File: config.mk
export PLATFORM = sky130hd
export DESIGN_NAME = swdf_top
export DESIGN_NICKNAME = d
export VERILOG_FILES = /design/src/design/swdf_pkg.sv /design/src/design/swdf_top.sv /design/src/design/swdf_kick_filter.sv
export SDC_FILE = /design/constraint.sdc
export NUM_CORES = 1
export LEC_CHECK = 0
export ABC_CLOCK_PERIOD_IN_PS = 9400
export BUFFER_PORTS_ARGS = -buffer_cell sky130_fd_sc_hd__buf_2
export CAP_MARGIN = 20
export CELL_PAD_IN_SITES_DETAIL_PLACEMENT = 2
export CELL_PAD_IN_SITES_GLOBAL_PLACEMENT = 2
export CORE_AREA = 5 5 143 145
export DETAILED_ROUTE_END_ITERATION = 8
export DIE_AREA = 0 0 148 150
export PLACE_DENSITY = 0.95
export SYNTH_ARGS = -nofsm -noshare
export SYNTH_HDL_FRONTEND = slang
export SYNTH_HIERARCHICAL = 1
export SYNTH_SLANG_ARGS = --single-unit
File: constraint.sdc
create_clock -name clk -period 9.4 [get_ports clk]
set_clock_uncertainty 0.2 [all_clocks]
set_input_delay 1.88 -clock clk [delete_from_list [all_inputs] [get_ports clk]]
set_output_delay 1.88 -clock clk [all_outputs]
set_load 0.02 [all_outputs]
File: src/design/swdf_pkg.sv
// Package for the supervisor watchdog with failover flag.
// Assumes one 100 MHz clock and a synchronous active-high reset.
package swdf_pkg;

  localparam int CNT_W = 24;
  localparam int WCNT_W = 27;
  localparam int FILT_W = 8;

  localparam int CLK_PERIOD_NS = 10;
  // Narrow kick pulses below this width are rejected.
  localparam int KICK_IGNORE_NS = 1000;
  // Kick pulses above this width must be seen; the filter is well inside.
  localparam int KICK_RECOG_NS = 6500;
  localparam int KICK_FILT_CYC =
    (KICK_IGNORE_NS + CLK_PERIOD_NS - 1) / CLK_PERIOD_NS;

  localparam logic [1:0] MISS_LIMIT_M1 = 2'h2;
  localparam logic [1:0] GOOD_LIMIT_M1 = 2'h2;
  localparam logic [1:0] CNT2_RST = 2'h0;
  localparam int LONG_SHIFT = 3;

  localparam logic RESET_N_RST = 1'h0;
  localparam logic FAILOVER_N_RST = 1'h1;
  localparam logic KICK_LVL_RST = 1'h1;

  typedef struct packed {
    logic [CNT_W-1:0] wd_period;
    logic [CNT_W-1:0] rst_period;
    logic windowed;
    logic win_75;
    logic gated;
  } swdf_cfg_t;

  typedef enum logic [2:0] {
    ST_HOLD = 3'b001,
    ST_RTO = 3'b010,
    ST_RUN = 3'b100
  } swdf_state_t;

endpackage

File: src/design/swdf_top.sv
// Supervisor watchdog with active-low reset and failover flag outputs.
// Assumes cfg is static while running and comes from the clk domain.
// Contract
// - A zero watchdog period disables kick fault detection and reporting.
// - Timeout variant: kick edges must come within one period, else reset.
// - Watchdog counter clears on every kick falling edge and during reset.
// - Three consecutive missed periods assert the failover flag.
// - Windowed variant: early or late kick drives reset low one timeout.
// - Windowed variant: counter idles in reset, counts after release.
// - Failover flag stays low until three consecutive good kick edges.
// - Failover flag is never asserted while the supply monitor is low.
// - Reset asserts whenever the supply monitor reports below threshold.
// - Reset holds while monitor is low, then one reset period more.
// - Each kick fault asserts reset for exactly one reset period.
// - Closed window is 50 or 75 percent of the watchdog period.
// - Gated variant: first period after enable rises lasts eight periods.
// - Kick pulses under 1 us are ignored, above 6.5 us recognised.
// - Watchdog counter restarts from zero when reset releases.
`timescale 1ns/1ps
module swdf_top (
  input wire logic clk,
  input wire logic reset,
  input wire logic kick_in,
  input wire logic supply_monitor_in,
  input wire logic wd_enable_in,
  input wire swdf_pkg::swdf_cfg_t cfg,
  output logic reset_n,
  output logic failover_n
);

  function automatic logic [swdf_pkg::WCNT_W-1:0] win_closed(
    input logic [swdf_pkg::CNT_W-1:0] per,
    input logic w75
  );
    logic [swdf_pkg::CNT_W-1:0] half, quarter;
    half = per >> 1;
    quarter = per >> 2;
    // The 75 percent window is built as period less a quarter.
    if (w75)
      win_closed = {3'h0, per - quarter};
    else
      win_closed = {3'h0, half};
  endfunction

  logic kick_fall;
  logic mon_s1_q, mon_ok, en_s1_q, en_s2_q, en_prev_q;
  swdf_pkg::swdf_state_t state_q, state_d;
  logic [swdf_pkg::CNT_W-1:0] rcnt_q, rcnt_d;
  logic [swdf_pkg::WCNT_W-1:0] wcnt_q, wcnt_d, wd_limit, closed;
  logic [1:0] miss_q, miss_d, good_q, good_d;
  logic fail_q, fail_d, long_q, long_d;
  logic reset_n_q, failover_n_q;
  logic wd_en, en_rise, timeout_hit, early_kick, rto_done;

  swdf_kick_filter u_kick (
    .clk(clk),
    .reset(reset),
    .kick_in(kick_in),
    .kick_fall(kick_fall)
  );

  // Monitor and enable pins are asynchronous, so both go through two flops.
  always_ff @(posedge clk)
  begin
    if (reset)
    begin
      mon_s1_q <= 1'b0;
      mon_ok <= 1'b0;
      en_s1_q <= 1'b0;
      en_s2_q <= 1'b0;
      en_prev_q <= 1'b0;
    end
    else
    begin
      mon_s1_q <= supply_monitor_in;
      mon_ok <= mon_s1_q;
      en_s1_q <= wd_enable_in;
      en_s2_q <= en_s1_q;
      en_prev_q <= en_s2_q;
    end
  end

  assign en_rise = cfg.gated & en_s2_q & ~en_prev_q;
  assign wd_en = (cfg.wd_period != '0) & (~cfg.gated | en_s2_q);
  assign wd_limit = long_q ? {cfg.wd_period, 3'h0}
                           : {3'h0, cfg.wd_period};
  assign closed = win_closed(cfg.wd_period, cfg.win_75);
  // A rising enable restarts the count, so it must never count as a miss.
  assign timeout_hit = (state_q == swdf_pkg::ST_RUN) & wd_en & ~kick_fall
                       & ~en_rise
                       & (wcnt_q >= wd_limit - 27'h1);
  assign early_kick = cfg.windowed & (wcnt_q < closed);
  assign rto_done = ({1'b0, rcnt_q} + 25'h1)
                    >= {1'b0, cfg.rst_period};

  always_comb
  begin
    state_d = state_q;
    rcnt_d = '0;
    wcnt_d = '0;
    miss_d = miss_q;
    good_d = good_q;
    fail_d = fail_q;
    long_d = long_q;
    if (en_rise)
    begin
      long_d = 1'b1;
    end
    case (state_q)
      swdf_pkg::ST_HOLD:
      begin
        if (mon_ok)
        begin
          state_d = swdf_pkg::ST_RTO;
        end
      end
      swdf_pkg::ST_RTO:
      begin
        if (!mon_ok)
        begin
          state_d = swdf_pkg::ST_HOLD;
        end
        else if (rto_done)
        begin
          state_d = swdf_pkg::ST_RUN;
        end
        else
        begin
          rcnt_d = rcnt_q + 24'h1;
        end
      end
      swdf_pkg::ST_RUN:
      begin
        if (!mon_ok)
        begin
          state_d = swdf_pkg::ST_HOLD;
        end
        else if (!wd_en || en_rise)
        begin
          wcnt_d = '0;
        end
        else if (kick_fall && early_kick)
        begin
          state_d = swdf_pkg::ST_RTO;
          good_d = swdf_pkg::CNT2_RST;
        end
        else if (kick_fall)
        begin
          long_d = 1'b0;
          miss_d = swdf_pkg::CNT2_RST;
          if (fail_q)
          begin
            if (good_q == swdf_pkg::GOOD_LIMIT_M1)
            begin
              fail_d = 1'b0;
              good_d = swdf_pkg::CNT2_RST;
            end
            else
            begin
              good_d = good_q + 2'h1;
            end
          end
        end
        else if (timeout_hit)
        begin
          state_d = swdf_pkg::ST_RTO;
          good_d = swdf_pkg::CNT2_RST;
          if (miss_q == swdf_pkg::MISS_LIMIT_M1)
          begin
            fail_d = 1'b1;
          end
          else
          begin
            miss_d = miss_q + 2'h1;
          end
        end
        else
        begin
          wcnt_d = wcnt_q + 27'h1;
        end
      end
      default:
      begin
        state_d = swdf_pkg::ST_HOLD;
      end
    endcase
  end

  // Outputs are registered from the next state so they never glitch.
  always_ff @(posedge clk)
  begin
    if (reset)
    begin
      state_q <= swdf_pkg::ST_HOLD;
      rcnt_q <= '0;
      wcnt_q <= '0;
      miss_q <= swdf_pkg::CNT2_RST;
      good_q <= swdf_pkg::CNT2_RST;
      fail_q <= 1'b0;
      long_q <= 1'b0;
      reset_n_q <= swdf_pkg::RESET_N_RST;
      failover_n_q <= swdf_pkg::FAILOVER_N_RST;
    end
    else
    begin
      state_q <= state_d;
      rcnt_q <= rcnt_d;
      wcnt_q <= wcnt_d;
      miss_q <= miss_d;
      good_q <= good_d;
      fail_q <= fail_d;
      long_q <= long_d;
      reset_n_q <= (state_d == swdf_pkg::ST_RUN);
      failover_n_q <= ~(fail_d & mon_ok);
    end
  end

  assign reset_n = reset_n_q;
  assign failover_n = failover_n_q;
endmodule // swdf_top

File: src/design/swdf_kick_filter.sv
// Kick input synchroniser and pulse-width filter with falling edge pulse.
// Assumes the kick pin is asynchronous to clk.
`timescale 1ns/1ps
module swdf_kick_filter (
  input wire logic clk,
  input wire logic reset,
  input wire logic kick_in,
  output logic kick_fall
);

  logic s1_q, s2_q, lvl_q, lvl_d, fall_q, fall_d;
  logic [swdf_pkg::FILT_W-1:0] cnt_q, cnt_d;

  // A level must hold for the filter time before it is believed.
  always_comb
  begin
    lvl_d = lvl_q;
    fall_d = 1'b0;
    cnt_d = '0;
    if (s2_q != lvl_q)
    begin
      if (cnt_q == swdf_pkg::FILT_W'(swdf_pkg::KICK_FILT_CYC - 1))
      begin
        lvl_d = s2_q;
        fall_d = ~s2_q;
      end
      else
      begin
        cnt_d = cnt_q + 8'h01;
      end
    end
  end

  always_ff @(posedge clk)
  begin
    if (reset)
    begin
      s1_q <= swdf_pkg::KICK_LVL_RST;
      s2_q <= swdf_pkg::KICK_LVL_RST;
      lvl_q <= swdf_pkg::KICK_LVL_RST;
      fall_q <= 1'b0;
      cnt_q <= '0;
    end
    else
    begin
      s1_q <= kick_in;
      s2_q <= s1_q;
      lvl_q <= lvl_d;
      fall_q <= fall_d;
      cnt_q <= cnt_d;
    end
  end

  assign kick_fall = fall_q;
endmodule // swdf_kick_filter

* Yosys cells after proc, flatten, opt, wreduce, memory -nomap -nowiden *
Index checks and enable logic that the tools add are counted.

storage, ports and cells
  register bits = 79
  output and inout bits = 2
  input bits = 56
  logic and storage cells = 110

cells by class
  bitwise operators = 23
  reduce and logical (&&, ||, !) cells = 13
  multiplexer cells = 34
  equal/unequal tests = 10
  add/sub/neg operators = 8
  magnitude comparators = 3

operators with widths
  cell                     count
  $add A27 B1 Y27 const B  1
  $ge A27 B27 Y1           1
  $lt A27 B27 Y1           1
  $mux W27                 1
  $sub A27 B1 Y27 const B  1
  $add A24 B1 Y25 const B  1
  $ge A25 B24 Y1           1
  $add A24 B1 Y24 const B  1
  $mux W24                 1
  $mux W3                  8
  $reduce_bool A24 Y1      1
  $sub A24 B22 Y24         1
  $mux W2                  8
  $mux W1                  15
  $not A1 Y1               13
  $and A1 B1 Y1            9
  $pmux W3 S3              1
  $add A8 B1 Y8 const B    1
  $eq A8 B7 Y1 const B     1
  $reduce_or A7 Y1         1
  $eq A3 B3 Y1 const B     2
  $reduce_and A6 Y1        1
  $reduce_or A3 Y1         2
  $reduce_and A5 Y1        1
  other kinds (15)         17

* Depth between registers and ports, before layout *
  word-level depth = 15
  gate-level depth with buffers = 24
  mapped depth without buffers = 21

* By module *
The synthesis kept the hierarchy.

by module, submodules not included
  module            area each (sq um)  times used  cells an instance  sequential area each (sq um)
  swdf_top          6981.7             1           876                1341.3
  swdf_kick_filter  490.5              1           49                 240.2

* Least setup slack after synthesis *
No wires, ideal clock.

  kind = input -> register
  from = input port cfg[30] (netlist name)
  to = register failover_n_q (netlist: failover_n)
  setup slack = 3419 ps
  buffers on the path = 1
  arrival = 5651 ps
  library setup time = 130 ps
  data required time = 9070 ps
  stages on the path = 20
  path through = buf_6 > inv_1 > ha_1 > nor2b_1 > o21a_1 > o21a_1 > o21ba_1 > or3_4 > a31o_1 > o22ai_2 > mux2_1 > ha_1 > and4b_1 > and4_1 > a31oi_1 > o31ai_1 > o21ai_1 > nor2_2 > a311oi_1 > o21ai_0

between the ends
  word-level cells in the longest chain between the ends = 14
  elaborated cells on any way between the ends = 24
  classes of those cells = add/sub (2); order compare (2); mux (8); bitwise (8); reduce/logical (4)

RTL lines
  item                                                                     RTL line         RTL
  start: declaration                                                       swdf_top.sv:26   input wire swdf_pkg::swdf_cfg_t cfg,
  parallel branches: the longest is 9 deep, another holds $sub A27 B1 Y27  -
  $mux W1 *                                                                swdf_top.sv:138  else if (!wd_en || en_rise)
  $mux W1 *                                                                swdf_top.sv:134  if (!mon_ok)
  $mux W1 *                                                                swdf_top.sv:109  case (state_q)
  $and A1 B1 Y1 *                                                          swdf_top.sv:214  failover_n_q <= ~(fail_d & mon_ok);
  $not A1 Y1 *                                                             swdf_top.sv:214
  end signal: assignment                                                   swdf_top.sv:202  failover_n_q <= swdf_pkg::FAILOVER_N_RST;
  end signal: assignment                                                   swdf_top.sv:214
  end: declaration                                                         swdf_top.sv:52   logic reset_n_q, failover_n_q;

Every way passes the cells marked *.
A chain may end at the register's enable or synchronous reset.

* Worst setup path after layout *
  from = input port cfg[29] (netlist name)
  to = register failover_n_q (netlist: failover_n)

The elaborated chain is that of the path after synthesis.

==> key figures <==
Min path
  – Min-Delay Path Class: flop to flop

Worst setup path
  – Critical path endpoint: failover_n
  – Data required time of the worst path: 9.41 ns
  – Crit. End Element: flop
  – Crit-path cells: buf_2 > ha_1 > inv_1 > fa_1 > a211oi_1 > o21ai_0 > o2111ai_1 > nand2_1 > a21bo_2 > a21oi_1 > xnor2_1 > mux2i_1 > ha_1 > a21oi_1 > and3b_1 > o41ai_1 > o21ai_1 > o21ai_1 > nor2_2 > a311oi_1 > o21ai_0
  – Cells on worst reg2reg path: 17
  – CP Depth: 21
  – CP Launch Point: cfg[29]
  – CP startpoint kind: primary input
  – Kind of critical path: primary input to flop
  – Cell family with most CP delay: compound AO/OA/AOI/OAI gates
  – Internal reg-to-reg setup slack: 3.57 ns
  – Crit path DAT: 6.99 ns
  – Crit Reg-Reg Endpoint: wcnt_q[18]
  – Reg2Reg Launch Point: long_q
  – Crit path max fanout: 9
  – Slowest cell on crit path: a211oi_1
  – CP bufs+invs: 2
  – Crit-path max cell delay: 0.44 ns

Flow run
  – Max capacitance violation total: 0

Logic synthesis
  – Sequential fraction of the synthesis area: 21.17%
  – Post-synthesis average cell area: 8.078 µm²
  – Top post-synthesis cells by area: dfxtp_1 (21%), ha_1 (17%), xnor2_1 (5.5%), xor2_1 (5.0%), mux2i_1 (4.4%)
  – Top FF cell, synth: dfxtp_1
  – Mapped Area: 7472 µm²
  – Async SR Flop Fraction: 0%
  – Post-synth top area share: 21.17%
  – Area leader, netlist: dfxtp_1
  – EDFF count, synth: 0
  – Post-Syn Instances: 925
  – Post-synth cell types: 83
  – YS warnings: 6
  – Syn nets: 1,083
  – Synthesized flop and latch total: 79

Final layout
  – Number of fill cells: 2,139
  – Post-Layout Cell Count: 1,216
  – Most frequent cells in the layout: ha_1 (101), nor2_1 (82), dfxtp_1 (78)
  – Reg area: 1583 µm²
  – Nets: 1,130
  – Area Overhead vs Synth: 10.68%
  – Commonest non-fill, non-tap cell in the layout: ha_1
  – Fraction of layout cells with a size suffix above 1: 11.26%
  – Multi-input logic area: 5533 µm²

Clock tree
  – H-tree depth: 3
  – Clk root buf: clkbuf_16
  – Longest Clk Path Bufs: 2
  – Hold-fix buffers at CTS: 0
  – Post-cts resize count: 0
  – Clock slew at reported path FFs: 0.07 ns
  – CTS Sinks: 79
  – CTS Buf Count: 9
  – Setup Buffers After CTS: 0
  – Later-pin clock latency in the skew report: 0.35 ns
  – CTS tree: built

GRT
  – Vias in the first global route: 8,584
  – GRT Overall Usage: 26.65%
  – Initial antenna violation count: 1
  – Global route overflow: 0
  – First-pass GRT wire length: 47,010 µm
  – Largest net degree at the start of global routing: 32

Detailed routing
  – Routed WL per cell: 24.57 µm
  – DRT antenna net count: 0
  – Remaining DRCs: 0
  – Vias per Instance: 6.039
  – Pre-antenna DRT Iters: 4
  – Routed vias: 7,344
  – Initial DRC count: 334
  – Final wirelength: 29,880 µm

STA
  – Final slew viol count: 0
  – Worst rel slew slack: 27.49%
  – Final period utilization: 74.26%
  – Worst-Margin Slew: 1.085 ns
  – Unrepaired setup endpoints after global routing: no
  – Setup Viol. Count Final: 0
  – Final Hold Fails: 0
  – Final Critical Period: 6.980 ns
  – Fmax: 143.3 MHz
  – Setup TNS: 0 ns

Place
  – GPL Wtd Cong: 0.8512
  – Placed cells: 1,199
  – Post-detail-place hpwl: 21,730 µm
  – PortBufs: 57

Die
  – I/O Pins: 58
  – Initial core utilization: 39.16%
  – FP Rows: 51
  – Die Ht: 150 µm
  – Placeable Area: 19,080 µm²
  – Die ar.: 22,200 µm²
  – Die Wd: 148 µm

Pwr
  – Leak: 3.575 nW
  – Peak supply drop: 69.89 µV
  – Pwr dens: 114.5 nW/µm²

Outcome
  – Status: complete, no violations
==> layout make-up <==
class                   instances  share of cell area [%]
diodes                          1                 0.03026
clock buffers                  10                   2.769
clock inverters                 6                   1.120
inverters                      64                   2.905
multi-input cells             760                   66.90
flip-flops and latches         79                   19.14
well taps                     238                   3.601
repair buffers                 58                   3.540
==> Yosys cell counts (5+ instances only) <==
cell type  number
nand2b_1       10
nor4_1          6
nor2b_1        37
clkbuf_1        9
nand2_1        58
nor3_1         33
ha_1          101
a21o_1         14
a31oi_1         9
xnor2_1        47
nor2_1         82
a211oi_1       11
xor2_1         43
nor3b_1         6
dfxtp_1        79
o21a_1          7
o21ai_0        28
buf_2           7
and3_1         23
a21oi_1        55
nand4_1        19
or3_1           5
mux2i_1        33
o221ai_1        5
inv_1          64
nand3_1        39
==> worst register-to-register path, stage by stage (launching register included) <==
cell and delay, ns:
dfxtp_2 0.66, nand2b_1 0.23, ha_1 0.24, o221ai_2 0.21
nor4_4 0.44, nand4_1 0.32, or3_1 0.41, a21oi_1 0.18
a21oi_1 0.09, ha_1 0.33, a21oi_1 0.17, o22ai_1 0.14
a2111oi_2 0.45, a21oi_1 0.17, or2_2 0.36, nand2_1 0.11
nand2_1 0.58, nor2_1 0.45
==> stage by stage <==
step	util [%]	instance area, µm²	power [mW]	setup slack [ns]	hold WS [ns]
after global placement	41.65	7946	0.5374	2.780	0.2040
after floorplan	-	7472	0.4827	3.419	0.1895
final	43.35	8270	0.9471	2.420	0.2128
after CTS	43.33	8268	0.9457	2.460	0.2172
after detailed placement	41.65	7946	0.5550	2.365	0.2007
after global routing	43.35	8270	0.9798	2.181	0.2255
==> layer usage <==
layer / GRT usage (%) / vias up / wire length [µm]
met3: 4.482 / 69 / 902
met2: 51.82 / 153 / 16050
met4: 10.16 / 0 / 940
met5: 0 / - / 0
li1: - / 3408 / -
met1: 28.57 / 3714 / 11990
==> state kept, by name, summed over array words and instances, names as in the netlist, 2 cells and up <==
name / flops
good_q: 2
state_q: 3
miss_q: 2
u_kick/cnt_q: 8
rcnt_q: 24
wcnt_q: 27
==> kinds of logic after synthesis <==
kind of cell / after synthesis / synth area share [%]
adders and majority gates: 102 / 17.18
DFF: 79 / 21.17
and+or+nand+nor: 356 / 25.57
buffers and inverters: 86 / 4.789
muxes: 35 / 4.756
AOI/OAI and AO/OA: 177 / 15.99
xor gates and xnor gates: 90 / 10.55
==> where the power goes <==
part           internal (mW)  switching, mW  total (mW)
clock network          0.234          0.157       0.392
logic                 0.0839          0.133       0.217
registers              0.336        0.00244       0.339
total                  0.655          0.292       0.947
==> worst min-delay path by stage <==
stage,start,to,slack (ns),cells past startpoint
5_1_grt,u_kick/s1_q,u_kick/s2_q,0.23,1
3_3_place_gp,u_kick/s1_q,u_kick/s2_q,0.20,1
3_5_place_dp,u_kick/s1_q,u_kick/s2_q,0.20,1
4_1_cts,u_kick/s1_q,u_kick/s2_q,0.22,1
6_report,u_kick/s1_q,u_kick/s2_q,0.21,1
2_1_floorplan,u_kick/s1_q,u_kick/s2_q,0.19,1
Power figures use the tool's default switching activity.
